File: src/verilog/iwd_pkg.sv
package iwd_pkg;

    // word layout
    localparam int OPC_LSB   = 0;
    localparam int OPC_W     = 6;
    localparam int RA_LSB    = 27;
    localparam int RB_LSB    = 22;
    localparam int RC_LSB    = 17;
    localparam int REG_W     = 5;
    localparam int SIMM_LSB  = 6;
    localparam int SIMM_W    = 16;
    localparam int EXT_LSB   = 6;
    localparam int EXT_W     = 11;
    localparam int EXT_CODE_LSB = 5;   // upper six extension bits
    localparam int EXT_CODE_W   = 6;
    localparam int EXT_IMM_W    = 5;
    localparam int JIMM_LSB  = 6;
    localparam int JIMM_W    = 26;
    localparam int PC_KEEP_W = 4;
    localparam int JSHIFT    = 2;

    // reset value of decoded outputs
    localparam logic [31:0] OUT_RST = 32'h0000_0000;

    // operation classes
    typedef enum logic [6:0] {
        IWD_RESERVED,
        IWD_CALL, IWD_JMPI,
        IWD_LDBU, IWD_LDB, IWD_LDHU, IWD_LDH, IWD_LDW,
        IWD_LDBU_IO, IWD_LDB_IO, IWD_LDHU_IO, IWD_LDH_IO, IWD_LDW_IO,
        IWD_STB, IWD_STH, IWD_STW, IWD_STB_IO, IWD_STH_IO, IWD_STW_IO,
        IWD_BRANCH_ALWAYS, IWD_BGE, IWD_BLT, IWD_BNE, IWD_BEQ,
        IWD_BGEU, IWD_BLTU,
        IWD_ADDI, IWD_ANDI, IWD_ORI, IWD_XORI, IWD_MULI,
        IWD_ANDHI, IWD_ORHI, IWD_XORHI,
        IWD_CMPGEI, IWD_CMPLTI, IWD_CMPNEI, IWD_CMPEQI,
        IWD_CMPGEUI, IWD_CMPLTUI,
        IWD_INITDA, IWD_INITD, IWD_FLUSHDA, IWD_FLUSHD,
        IWD_CUSTOM, IWD_RDPRS,
        IWD_ADD, IWD_SUB, IWD_MUL, IWD_DIV, IWD_DIVU,
        IWD_MULXUU, IWD_MULXSU, IWD_MULXSS,
        IWD_AND, IWD_OR, IWD_XOR, IWD_NOR,
        IWD_ROL, IWD_ROLI, IWD_ROR, IWD_SLL, IWD_SLLI,
        IWD_SRL, IWD_SRLI, IWD_SRA, IWD_SRAI,
        IWD_CMPGE, IWD_CMPLT, IWD_CMPNE, IWD_CMPEQ,
        IWD_CMPGEU, IWD_CMPLTU,
        IWD_ERET, IWD_RET, IWD_BRET, IWD_JMP, IWD_CALLR,
        IWD_NEXTPC, IWD_TRAP, IWD_BREAK,
        IWD_RDCTL, IWD_WRCTL, IWD_WRPRS, IWD_SYNC,
        IWD_FLUSHP, IWD_FLUSHI, IWD_INITI
    } iwd_op_e;

    typedef enum logic [1:0] {
        IWD_FMT_I, IWD_FMT_R, IWD_FMT_J
    } iwd_fmt_e;

    localparam logic [5:0] OPC_RTYPE = 6'h3a;

endpackage

File: src/verilog/iwd_ext_classify.sv
`timescale 1ns/1ps

// maps a register-format extension code to its operation class
module iwd_ext_classify
    import iwd_pkg::*;
(
    input  wire logic [EXT_W-1:0] ext,
    output iwd_op_e               op,
    output logic                  uses_imm
);

    logic [EXT_CODE_W-1:0] code;

    assign code = ext[EXT_CODE_LSB +: EXT_CODE_W];

    // class lookup; the immediate forms carry a shift count, or a trap or break number, low
    always_comb
    begin
        uses_imm = 1'b0;
        case (code)
            6'h31: op = IWD_ADD;
            6'h39: op = IWD_SUB;
            6'h27: op = IWD_MUL;
            6'h25: op = IWD_DIV;
            6'h24: op = IWD_DIVU;
            6'h07: op = IWD_MULXUU;
            6'h17: op = IWD_MULXSU;
            6'h1f: op = IWD_MULXSS;
            6'h0e: op = IWD_AND;
            6'h16: op = IWD_OR;
            6'h1e: op = IWD_XOR;
            6'h06: op = IWD_NOR;
            6'h03: op = IWD_ROL;
            6'h02:
            begin
                op       = IWD_ROLI;
                uses_imm = 1'b1;
            end
            6'h0b: op = IWD_ROR;
            6'h13: op = IWD_SLL;
            6'h12:
            begin
                op       = IWD_SLLI;
                uses_imm = 1'b1;
            end
            6'h1b: op = IWD_SRL;
            6'h1a:
            begin
                op       = IWD_SRLI;
                uses_imm = 1'b1;
            end
            6'h3b: op = IWD_SRA;
            6'h3a:
            begin
                op       = IWD_SRAI;
                uses_imm = 1'b1;
            end
            6'h08: op = IWD_CMPGE;
            6'h10: op = IWD_CMPLT;
            6'h18: op = IWD_CMPNE;
            6'h20: op = IWD_CMPEQ;
            6'h28: op = IWD_CMPGEU;
            6'h30: op = IWD_CMPLTU;
            6'h01: op = IWD_ERET;
            6'h05: op = IWD_RET;
            6'h09: op = IWD_BRET;
            6'h0d: op = IWD_JMP;
            6'h1d: op = IWD_CALLR;
            6'h1c: op = IWD_NEXTPC;
            6'h2d:
            begin
                op       = IWD_TRAP;    // trap number in the low bits
                uses_imm = 1'b1;
            end
            6'h34:
            begin
                op       = IWD_BREAK;
                uses_imm = 1'b1;
            end
            6'h26: op = IWD_RDCTL;
            6'h2e: op = IWD_WRCTL;
            6'h14: op = IWD_WRPRS;
            6'h36: op = IWD_SYNC;
            6'h04: op = IWD_FLUSHP;
            6'h0c: op = IWD_FLUSHI;
            6'h29: op = IWD_INITI;
            default: op = IWD_RESERVED;
        endcase
    end

endmodule

File: src/verilog/iwd_decoder.sv
// Contract
// - immediate format: opcode, two registers, immediate
// - immediate format: A and immediate source, B destination
// - sign-extend immediate except logical, unsigned compares
// - register format: opcode, three registers, extension
// - register format: A, B sources, C destination
// - small immediate in extension low bits; unused zero
// - jump format: opcode plus 26-bit immediate
// - opcode 0x00 call, 0x01 direct jump
// - opcode 0x3a register format, 0x00 and 0x01 jump format, others immediate
// - unassigned opcodes and extensions flagged reserved
// - load opcodes and their bypass variants
// - store opcodes and their bypass variants
// - branch opcodes
// - immediate arithmetic and logic opcodes
// - immediate compare opcodes
// - cache, custom and previous-set read opcodes
// - register arithmetic extension codes
// - register logic extension codes
// - shift and rotate extension codes
// - register compare extension codes
// - control-flow extension codes
// - system extension codes
`timescale 1ns/1ps

module iwd_decoder
    import iwd_pkg::*;
#(
    parameter int PC_W = 32
)
(
    input  wire logic              CLOCK,
    input  wire logic              SRST,
    input  wire logic              IN_VALID,
    input  wire logic [31:0]       IN_WORD,
    input  wire logic [PC_W-1:0]   IN_PC,
    output logic                   OUT_VALID,
    output iwd_fmt_e               OUT_FORMAT,
    output iwd_op_e                OUT_OP,
    output logic                   OUT_RESERVED,
    output logic [OPC_W-1:0]       OUT_MAJOR_OPCODE,
    output logic [EXT_W-1:0]       OUT_OPCODE_EXTENSION,
    output logic [REG_W-1:0]       OUT_SRC_A,
    output logic [REG_W-1:0]       OUT_SRC_B,
    output logic                   OUT_SRC_B_USED,
    output logic [REG_W-1:0]       OUT_DEST,
    output logic [SIMM_W-1:0]      OUT_SHORT_IMMEDIATE,
    output logic [31:0]            OUT_IMM_EXT,
    output logic [JIMM_W-1:0]      OUT_JUMP_IMMEDIATE,
    output logic [PC_W-1:0]        OUT_JUMP_TARGET
);

    ////////////////////////////////////////////////////////////////////
    // field extraction

    logic [OPC_W-1:0]  major_opcode;
    logic [EXT_W-1:0]  opcode_extension;
    logic [REG_W-1:0]  fld_a;
    logic [REG_W-1:0]  fld_b;
    logic [REG_W-1:0]  fld_c;
    logic [SIMM_W-1:0] short_immediate;
    logic [JIMM_W-1:0] jump_immediate;

    // fixed positions, independent of format
    assign major_opcode     = IN_WORD[OPC_LSB +: OPC_W];
    assign fld_a            = IN_WORD[RA_LSB +: REG_W];
    assign fld_b            = IN_WORD[RB_LSB +: REG_W];
    assign fld_c            = IN_WORD[RC_LSB +: REG_W];
    assign short_immediate  = IN_WORD[SIMM_LSB +: SIMM_W];
    assign opcode_extension = IN_WORD[EXT_LSB +: EXT_W];
    assign jump_immediate   = IN_WORD[JIMM_LSB +: JIMM_W];

    ////////////////////////////////////////////////////////////////////
    // major opcode classification

    iwd_op_e  maj_op;
    iwd_op_e  ext_op;
    logic     ext_uses_imm;
    logic     zero_ext;

    iwd_ext_classify u_ext
    (
        .ext      (opcode_extension),
        .op       (ext_op),
        .uses_imm (ext_uses_imm)
    );

    // every assigned opcode; gaps fall to reserved
    always_comb
    begin
        zero_ext = 1'b0;
        case (major_opcode)
            6'h00: maj_op = IWD_CALL;
            6'h01: maj_op = IWD_JMPI;
            6'h03: maj_op = IWD_LDBU;
            6'h07: maj_op = IWD_LDB;
            6'h0b: maj_op = IWD_LDHU;
            6'h0f: maj_op = IWD_LDH;
            6'h17: maj_op = IWD_LDW;
            6'h23: maj_op = IWD_LDBU_IO;
            6'h27: maj_op = IWD_LDB_IO;
            6'h2b: maj_op = IWD_LDHU_IO;
            6'h2f: maj_op = IWD_LDH_IO;
            6'h37: maj_op = IWD_LDW_IO;
            6'h05: maj_op = IWD_STB;
            6'h0d: maj_op = IWD_STH;
            6'h15: maj_op = IWD_STW;
            6'h25: maj_op = IWD_STB_IO;
            6'h2d: maj_op = IWD_STH_IO;
            6'h35: maj_op = IWD_STW_IO;
            6'h06: maj_op = IWD_BRANCH_ALWAYS;
            6'h0e: maj_op = IWD_BGE;
            6'h16: maj_op = IWD_BLT;
            6'h1e: maj_op = IWD_BNE;
            6'h26: maj_op = IWD_BEQ;
            6'h2e: maj_op = IWD_BGEU;
            6'h36: maj_op = IWD_BLTU;
            6'h04: maj_op = IWD_ADDI;
            6'h24: maj_op = IWD_MULI;
            6'h0c:
            begin
                maj_op   = IWD_ANDI;
                zero_ext = 1'b1;
            end
            6'h14:
            begin
                maj_op   = IWD_ORI;
                zero_ext = 1'b1;
            end
            6'h1c:
            begin
                maj_op   = IWD_XORI;
                zero_ext = 1'b1;
            end
            6'h2c:
            begin
                maj_op   = IWD_ANDHI;
                zero_ext = 1'b1;
            end
            6'h34:
            begin
                maj_op   = IWD_ORHI;
                zero_ext = 1'b1;
            end
            6'h3c:
            begin
                maj_op   = IWD_XORHI;
                zero_ext = 1'b1;
            end
            6'h08: maj_op = IWD_CMPGEI;
            6'h10: maj_op = IWD_CMPLTI;
            6'h18: maj_op = IWD_CMPNEI;
            6'h20: maj_op = IWD_CMPEQI;
            6'h28:
            begin
                maj_op   = IWD_CMPGEUI;
                zero_ext = 1'b1;
            end
            6'h30:
            begin
                maj_op   = IWD_CMPLTUI;
                zero_ext = 1'b1;
            end
            6'h13: maj_op = IWD_INITDA;
            6'h33: maj_op = IWD_INITD;
            6'h1b: maj_op = IWD_FLUSHDA;
            6'h3b: maj_op = IWD_FLUSHD;
            6'h32: maj_op = IWD_CUSTOM;
            6'h38: maj_op = IWD_RDPRS;
            default: maj_op = IWD_RESERVED;
        endcase
    end

    ////////////////////////////////////////////////////////////////////
    // format selection and operand roles

    iwd_fmt_e fmt;
    iwd_op_e  op;
    logic     ext_bad;
    logic     reserved;
    logic [REG_W-1:0] dest;
    logic [31:0]      imm_ext;

    // a nonzero unused extension field marks the word reserved, so a
    // malformed word is never executed as its look-alike
    assign ext_bad = !ext_uses_imm &&
                     (opcode_extension[EXT_IMM_W-1:0] != '0);

    always_comb
    begin
        if (major_opcode == OPC_RTYPE)
        begin
            fmt = IWD_FMT_R;
            op  = ext_bad ? IWD_RESERVED : ext_op;
        end
        else if (maj_op == IWD_CALL || maj_op == IWD_JMPI)
        begin
            fmt = IWD_FMT_J;
            op  = maj_op;
        end
        else
        begin
            fmt = IWD_FMT_I;
            op  = maj_op;
        end
    end

    assign reserved = (op == IWD_RESERVED);

    // destination: B in immediate format, C in register format
    assign dest = (fmt == IWD_FMT_R) ? fld_c : fld_b;

    // register format exposes the five-bit field, unsigned
    always_comb
    begin
        if (fmt == IWD_FMT_R)
            imm_ext = {27'h0000000, opcode_extension[EXT_IMM_W-1:0]};
        else if (zero_ext)
            imm_ext = {16'h0000, short_immediate};
        else
            imm_ext = {{16{short_immediate[SIMM_W-1]}},
                       short_immediate};
    end

    ////////////////////////////////////////////////////////////////////
    // output registers; one decode per accepted word, one cycle later

    always_ff @(posedge CLOCK)
    begin
        if (SRST)
            OUT_VALID <= 1'b0;
        else
            OUT_VALID <= IN_VALID;
    end

    // decode class; fields update only for valid words so idle cycles
    // keep the last decode for a consumer that is not yet ready
    always_ff @(posedge CLOCK)
    begin
        if (SRST)
        begin
            OUT_FORMAT   <= IWD_FMT_I;
            OUT_OP       <= IWD_RESERVED;
            OUT_RESERVED <= 1'b0;
        end
        else if (IN_VALID)
        begin
            OUT_FORMAT   <= fmt;
            OUT_OP       <= op;
            OUT_RESERVED <= reserved;
        end
    end

    // raw fields at fixed positions, exposed for every format
    always_ff @(posedge CLOCK)
    begin
        if (SRST)
        begin
            OUT_MAJOR_OPCODE     <= OUT_RST[OPC_W-1:0];
            OUT_OPCODE_EXTENSION <= OUT_RST[EXT_W-1:0];
            OUT_SRC_A            <= OUT_RST[REG_W-1:0];
            OUT_SRC_B            <= OUT_RST[REG_W-1:0];
            OUT_SHORT_IMMEDIATE  <= OUT_RST[SIMM_W-1:0];
            OUT_JUMP_IMMEDIATE   <= OUT_RST[JIMM_W-1:0];
        end
        else if (IN_VALID)
        begin
            OUT_MAJOR_OPCODE     <= major_opcode;
            OUT_OPCODE_EXTENSION <= opcode_extension;
            OUT_SRC_A            <= fld_a;
            OUT_SRC_B            <= fld_b;
            OUT_SHORT_IMMEDIATE  <= short_immediate;
            OUT_JUMP_IMMEDIATE   <= jump_immediate;
        end
    end

    // operand roles: which field is written, and the widened immediate
    always_ff @(posedge CLOCK)
    begin
        if (SRST)
        begin
            OUT_SRC_B_USED <= 1'b0;
            OUT_DEST       <= OUT_RST[REG_W-1:0];
            OUT_IMM_EXT    <= OUT_RST;
        end
        else if (IN_VALID)
        begin
            OUT_SRC_B_USED <= (fmt == IWD_FMT_R);
            OUT_DEST       <= dest;
            OUT_IMM_EXT    <= imm_ext;
        end
    end

    // jump target; keeps top bits, so reach is one 256-MB region
    always_ff @(posedge CLOCK)
    begin
        if (SRST)
        begin
            OUT_JUMP_TARGET <= OUT_RST[PC_W-1:0];
        end
        else if (IN_VALID)
        begin
            OUT_JUMP_TARGET <= {IN_PC[PC_W-1 -: PC_KEEP_W],
                                jump_immediate,
                                {JSHIFT{1'b0}}};
        end
    end

endmodule

File: config.mk
export PLATFORM = sky130hd
export DESIGN_NAME = iwd_decoder
export DESIGN_NICKNAME = d
export VERILOG_FILES = /design/src/verilog/iwd_pkg.sv /design/src/verilog/iwd_ext_classify.sv /design/src/verilog/iwd_decoder.sv
export SDC_FILE = /design/constraint.sdc
export NUM_CORES = 1
export LEC_CHECK = 0
export ABC_AREA = 0
export BUFFER_PORTS_ARGS = -buffer_cell sky130_fd_sc_hd__buf_2
export CORE_MARGIN = 1.5
export CORE_UTILIZATION = 42
export DETAILED_ROUTE_END_ITERATION = 8
export GPL_TIMING_DRIVEN = 0
export PLACE_DENSITY = 0.8
export SYNTH_ARGS = -nofsm -noshare
export SYNTH_HDL_FRONTEND = slang
export SYNTH_HIERARCHICAL = 1
export SYNTH_SLANG_ARGS = --single-unit
File: constraint.sdc
create_clock -name CLOCK -period 2.21 [get_ports CLOCK]
set_clock_uncertainty 0.05 [all_clocks]
set_input_delay 0.3315 -clock CLOCK [delete_from_list [all_inputs] [get_ports CLOCK]]
set_output_delay 0.3315 -clock CLOCK [all_outputs]
set_load 0.01 [all_outputs]
After elaboration in Yosys (flattened, before gate mapping)
Index checks and enable logic that the tools add are counted.
{ "totals": {"in_bits": 67, "reg_bits": 148, "output_inout_bits": 150} }
{ "classes": {"n_mux": 11, "eq_ne": 90, "reduce_logical": 8} }
{ "ops": {"columns": ["cell", "count"], "rows": [
  ["$pmux W7 S42", 1],
  ["$pmux W6 S45", 1],
  ["$eq A6 B6 Y1 const B", 39],
  ["$eq A6 B5 Y1 const B", 23],
  ["$eq A6 B4 Y1 const B", 12],
  ["$mux W32", 2],
  ["$eq A6 B3 Y1 const B", 8],
  ["$eq A6 B2 Y1 const B", 3],
  ["$mux W7", 2],
  ["$eq A6 B1 Y1 const B", 2],
  ["$reduce_or A8 Y1", 1],
  ["$eq A7 B1 Y1 const B", 1],
  ["$eq A7 B2 Y1 const B", 1],
  ["$logic_not A7 Y1", 1],
  ["$logic_not A6 Y1", 1],
  ["$reduce_or A6 Y1", 1],
  ["$mux W5", 1],
  ["$reduce_bool A5 Y1", 1],
  ["$mux W2", 2],
  ["$eq A2 B1 Y1 const B", 1],
  ["$mux W1", 2],
  ["$logic_and A1 B1 Y1", 1],
  ["$logic_not A1 Y1", 1],
  ["$logic_or A1 B1 Y1", 1]
]} }

Depth between registers and ports, before layout
{ "logic_depth": {"depth_word": 8, "depth_mapped": 10, "mapped_depth_nobuf": 9} }

Cells and area by module
The synthesis kept the hierarchy.
{ "modules_own_cells": {"columns": ["mod", "instances", "cells_each", "area_each_um2", "seq_area_each_um2"], "rows": [
  ["iwd_decoder", 1, 434, 3609.7, 1281.2],
  ["iwd_ext_classify", 1, 98, 688.2, 0.0]
]} }

Least setup slack after synthesis
Ideal clock, no wire load.
{ "synth_path": {"path_kind": "input to register", "from": "input IN_WORD[12]", "to": "register OUT_RESERVED", "required_ps": 2076, "arrival_time_ps": 2066, "path_slack_ps": 10, "path_stages": 10, "path_cell_list": "buf_4 buf_2 nor2b_1 a221oi_1 a21oi_1 a21oi_1 nor2_8 a21oi_1 o2111ai_1 o31ai_2"} }
{ "synth_between": {"elab_chain_cells": 8, "word_cells_on_any_way": 50, "cone_classes": "42 x eq/ne; 4 x mux; 4 x reduce/logical"} }
{ "synth_lines": {"columns": ["item", "line_no", "rtl"], "rows": [
  ["start: declaration", "iwd_decoder.sv:35", "input wire logic [31:0] IN_WORD,"],
  ["$eq A6 B2 Y1 (tied with other cells)", "iwd_ext_classify.sv:20", "case (code)"],
  ["$reduce_or A6 Y1 (no source line) *", null, null],
  ["$mux W1 *", "iwd_ext_classify.sv:20", null],
  ["via ext_uses_imm", "iwd_decoder.sv:78", "logic ext_uses_imm;"],
  ["$logic_not A1 Y1 *", "iwd_decoder.sv:186", "assign ext_bad = !ext_uses_imm &&"],
  ["$logic_and A1 B1 Y1 *", "iwd_decoder.sv:186", null],
  ["$mux W7 *", "iwd_decoder.sv:194", "op = ext_bad ? IWD_RESERVED : ext_op;"],
  ["$mux W7 *", "iwd_decoder.sv:191", "if (major_opcode == OPC_RTYPE)"],
  ["$logic_not A7 Y1 *", "iwd_decoder.sv:208", "assign reserved = (op == IWD_RESERVED);"],
  ["end signal: assignment", "iwd_decoder.sv:250", "OUT_RESERVED <= reserved;"],
  ["end: declaration", "iwd_decoder.sv:40", "output logic OUT_RESERVED,"]
]} }
Mark *: on every way through the listed nets, which the timed path passes. The rest lies on a longest branch.
A chain may end at the register's enable or synchronous reset.

Worst setup path after layout
{ "layout_path": {"from": "input IN_WORD[13]", "to": "register OUT_RESERVED"} }
{ "layout_between": {"word_cells_on_any_way": 50, "cone_classes": "42 x eq/ne; 4 x mux; 4 x reduce/logical"} }
{ "layout_lines": {"columns": ["item", "line_no", "rtl"], "rows": [
  ["$eq A6 B6 Y1 (tied with other cells)", "iwd_ext_classify.sv:20", null],
  ["$pmux W7 S42 *", "iwd_ext_classify.sv:20", null],
  ["via ext_op[1]", "iwd_decoder.sv:77", "iwd_op_e ext_op;"],
  ["$mux W7 *", "iwd_decoder.sv:194", null],
  ["$mux W7 *", "iwd_decoder.sv:191", null],
  ["$logic_not A7 Y1 *", "iwd_decoder.sv:208", null]
]} }
Marked as above.

==> flow_summary.json <==
{
  "end_kind": "register",
  "globalRouteOverflowTotal": 0,
  "critPathTopFamily": "compound AO/OA/AOI/OAI gates",
  "fin_hold_ws_ps": 175.9,
  "clk_pin_slew_ps": 80,
  "initial_utilization_pct": 43.57,
  "grt_start_max_net_pins": 18,
  "synth_edf_count": 0,
  "antenna_found_initial": 0,
  "grt_pass1_wl_mm": 20.27,
  "min_period_ps": 2173,
  "fp-row-count": 36,
  "drcViolationCount": 0,
  "fin_crit_sh_pct": 98.35,
  "critPathKind": "input port to register",
  "drt_first_pass_iters": 5,
  "crit_slowest_cell": "or4_4",
  "place.port_buffers": 183,
  "core_area_um2": 9864,
  "hold_viol": 0,
  "clockBufferDepth": 2,
  "drv_slew": 0,
  "cp.required_ps": 2430,
  "diodes": 0,
  "grtUsageTotal_pct": 22.83,
  "synth.most_common_cell": "buf_4",
  "cts_made_buffers": 9,
  "power.switching_mw": 1.044,
  "cellPowerDensity_nw_per_um2": 554.8,
  "p_clk_share_pct": 32.0,
  "cp_slowest_stage_delay_ps": 440,
  "setup_viol": 0,
  "holdCritPathClass": "input port to register",
  "ios": 217,
  "synth.area.top_cells": "dfxtp_1 30%, buf_4 17%, mux2i_1 9.1%",
  "p_comb_share_pct": 28.3,
  "crit_chain": "buf_4 -> buf_6 -> buf_4 -> and4b_1 -> o21ai_1 -> a41o_1 -> o311ai_4 -> or4_4 -> a21oi_4 -> o2111ai_2 -> o31ai_2",
  "clock_latency_ps": 340,
  "ir_worst_vdd_mv": 0.3143,
  "ys_ff_latch": 64,
  "drt-initial-drc-count": 412,
  "die_h_um": 104.2,
  "max_freq_mhz": 460.1,
  "cp.arrival_ps": 2390,
  "nets": 802,
  "synthFlopType": "dfxtp_1",
  "tritoncts": "yes",
  "cell_internal_pwr_mw": 2.180,
  "drt_wl_total_mm": 13.27,
  "crit_top_cell": "buf_4",
  "ys_types": 68,
  "cts-htree-levels": 3,
  "die_width_um": 104.2,
  "dpl.hpwl_mm": 9.698,
  "netlist_area_um2": 4298,
  "outcome": "completed",
  "syn_to_final_growth_pct": 35.17,
  "yosysWarnings": 6,
  "nFillCells": 883,
  "maxCapViolations": 0,
  "final_util_pct": 58.89,
  "clock_sinks": 64,
  "pwr-share-seq_pct": 39.7,
  "vias": 4569,
  "ys_seq_area_share_pct": 29.81,
  "worstSetupStartpointType": "input port",
  "avgSynthCellArea_um2": 8.079,
  "ant_nets": 0,
  "async_flop_share_pct": 0,
  "crit_fanout": 8,
  "yosysTopAreaCell": "dfxtp_1",
  "worst_pin_slew_ps": 665.2,
  "wl_per_cell_um": 15.20,
  "critical_path_buf_inv_count": 3,
  "grt_pass1_vias": 3950,
  "dieArea_um2": 10850,
  "netSwitchingFraction_pct": 32.38,
  "clockRootBuffer": "clkbuf_8",
  "finalWeightedCongestion": 0.9141,
  "viasPerCell": 5.234,
  "synth_top_area_share_pct": 29.81,
  "slew_headroom_pct": 55.66,
  "synth_commonest_cells": "96 x buf_4, 64 x dfxtp_1, 62 x nor2_1",
  "drive_above_1_share_pct": 47.70,
  "cts_hold_buf": 0,
  "synth_cells": 532,
  "power.leakage_nw": 3.018
}
sequential cells by signal, summed over array words and instances (netlist names):
name / count
OUT_SHORT_IMMEDIATE: 5
OUT_SRC_A: 4
OUT_IMM_EXT: 12
OUT_SRC_B: 4
OUT_OP: 7
OUT_RESERVED: 1
OUT_FORMAT: 1
OUT_SRC_B_USED: 1
OUT_MAJOR_OPCODE: 6
OUT_JUMP_TARGET: 5
OUT_JUMP_IMMEDIATE: 2
OUT_VALID: 1
OUT_OPCODE_EXTENSION: 10
OUT_DEST: 5
tightest hold or removal path, cell delays in order:
cell and delay (ps):
buf_2 80, mux2i_1 50, nor2_1 80
power groups by stage:
stage / combinational (mW) / clock, mW / sequential [mW]
finish: 0.912 / 1.03 / 1.28
global route: 0.979 / 1.09 / 1.29
CTS: 0.860 / 1.04 / 1.28
detailed placement: 0.844 / 0 / 1.31
global placement: 0.835 / 0 / 1.30
floorplan: 0.524 / 0 / 1.33
kinds of logic (layout without fill, tap and decap cells):
| kind of cell | after synthesis | count (layout) | synth area share [%] |
|---|---|---|---|
| buffers and inverters | 138 | 345 | 21.43 |
| XOR/XNOR | 2 | 2 | 0.4076 |
| AND/OR/NAND/NOR | 182 | 182 | 21.31 |
| flip-flops | 64 | 64 | 29.81 |
| AO/OA/AOI/OAI | 105 | 105 | 17.35 |
| multiplexers | 40 | 40 | 9.607 |
| other | 1 | 2 | 0.08725 |
routing by layer:
metal  track usage [%]  vias to the layer above  wire, um
met3             4.261                       23      1086
met5                 0                        -         0
met2             38.46                      254      6493
li1                  -                     2159         -
met4             5.853                        0       163
met1             29.97                     2133      5530
stage by stage:
stage / std cells / area (um^2) / worst slack [ps] / power, mW / TNS (ps)
6_report: 873 / 5809 / 36.55 / 3.223 / 0
5_1_grt: 873 / 5809 / -49.59 / 3.361 / -49.59
4_1_cts: 866 / 5630 / 23.65 / 3.177 / 0
3_5_place_dp: 849 / 5384 / -632.1 / 2.150 / -3242
3_3_place_gp: 849 / 5384 / -622.6 / 2.137 / -3237
2_1_floorplan: 533 / 4302 / 9.744 / 1.853 / 0
cell usage in the layout, fill, tap and decap left out, types with 7 or more instances in the layout:
cell      instances
nor2b_1           9
a21oi_1          30
clkbuf_8          9
dfxtp_1          64
a311oi_1          7
clkbuf_1         14
buf_6             7
nand3_1          18
mux2i_1          39
nand2b_1          9
buf_4           106
nor2_1           62
nor3_1           10
nand2_1          42
buf_2           187
layout make-up:
class / count / area [um^2] / share of cell area [%]
multi-input combinational: 331 / 2197 / 37.82
sequential: 64 / 1281 / 22.05
timing repair buffer: 192 / 997.2 / 17.17
buffer: 131 / 948.4 / 16.33
tap: 133 / 166.4 / 2.865
clock buffer: 9 / 123.9 / 2.132
clock inverter: 7 / 72.57 / 1.249
inverter: 6 / 22.52 / 0.3877
what timing repair did:
| action | in CTS | in global routing |
|---|---|---|
| pin swaps | 3 | 9 |
| buffers inserted | 1 | 8 |
| resized for setup | 10 | 40 |
| setup endpoints to repair | 4 | 2 |
final timing paths:
path / startpoint / cells after the start / slack, ps / end
worst min register to register: OUT_IMM_EXT[8] / 2 / 410 / OUT_IMM_EXT[8]
worst min-delay path: IN_PC[31] / 3 / 180 / OUT_JUMP_TARGET[31]
worst max register to register: OUT_IMM_EXT[30] / 2 / 1170 / OUT_IMM_EXT[30]
worst max-delay path: IN_WORD[13] / 11 / 40 / OUT_RESERVED
Power figures use the tool's default switching activity.
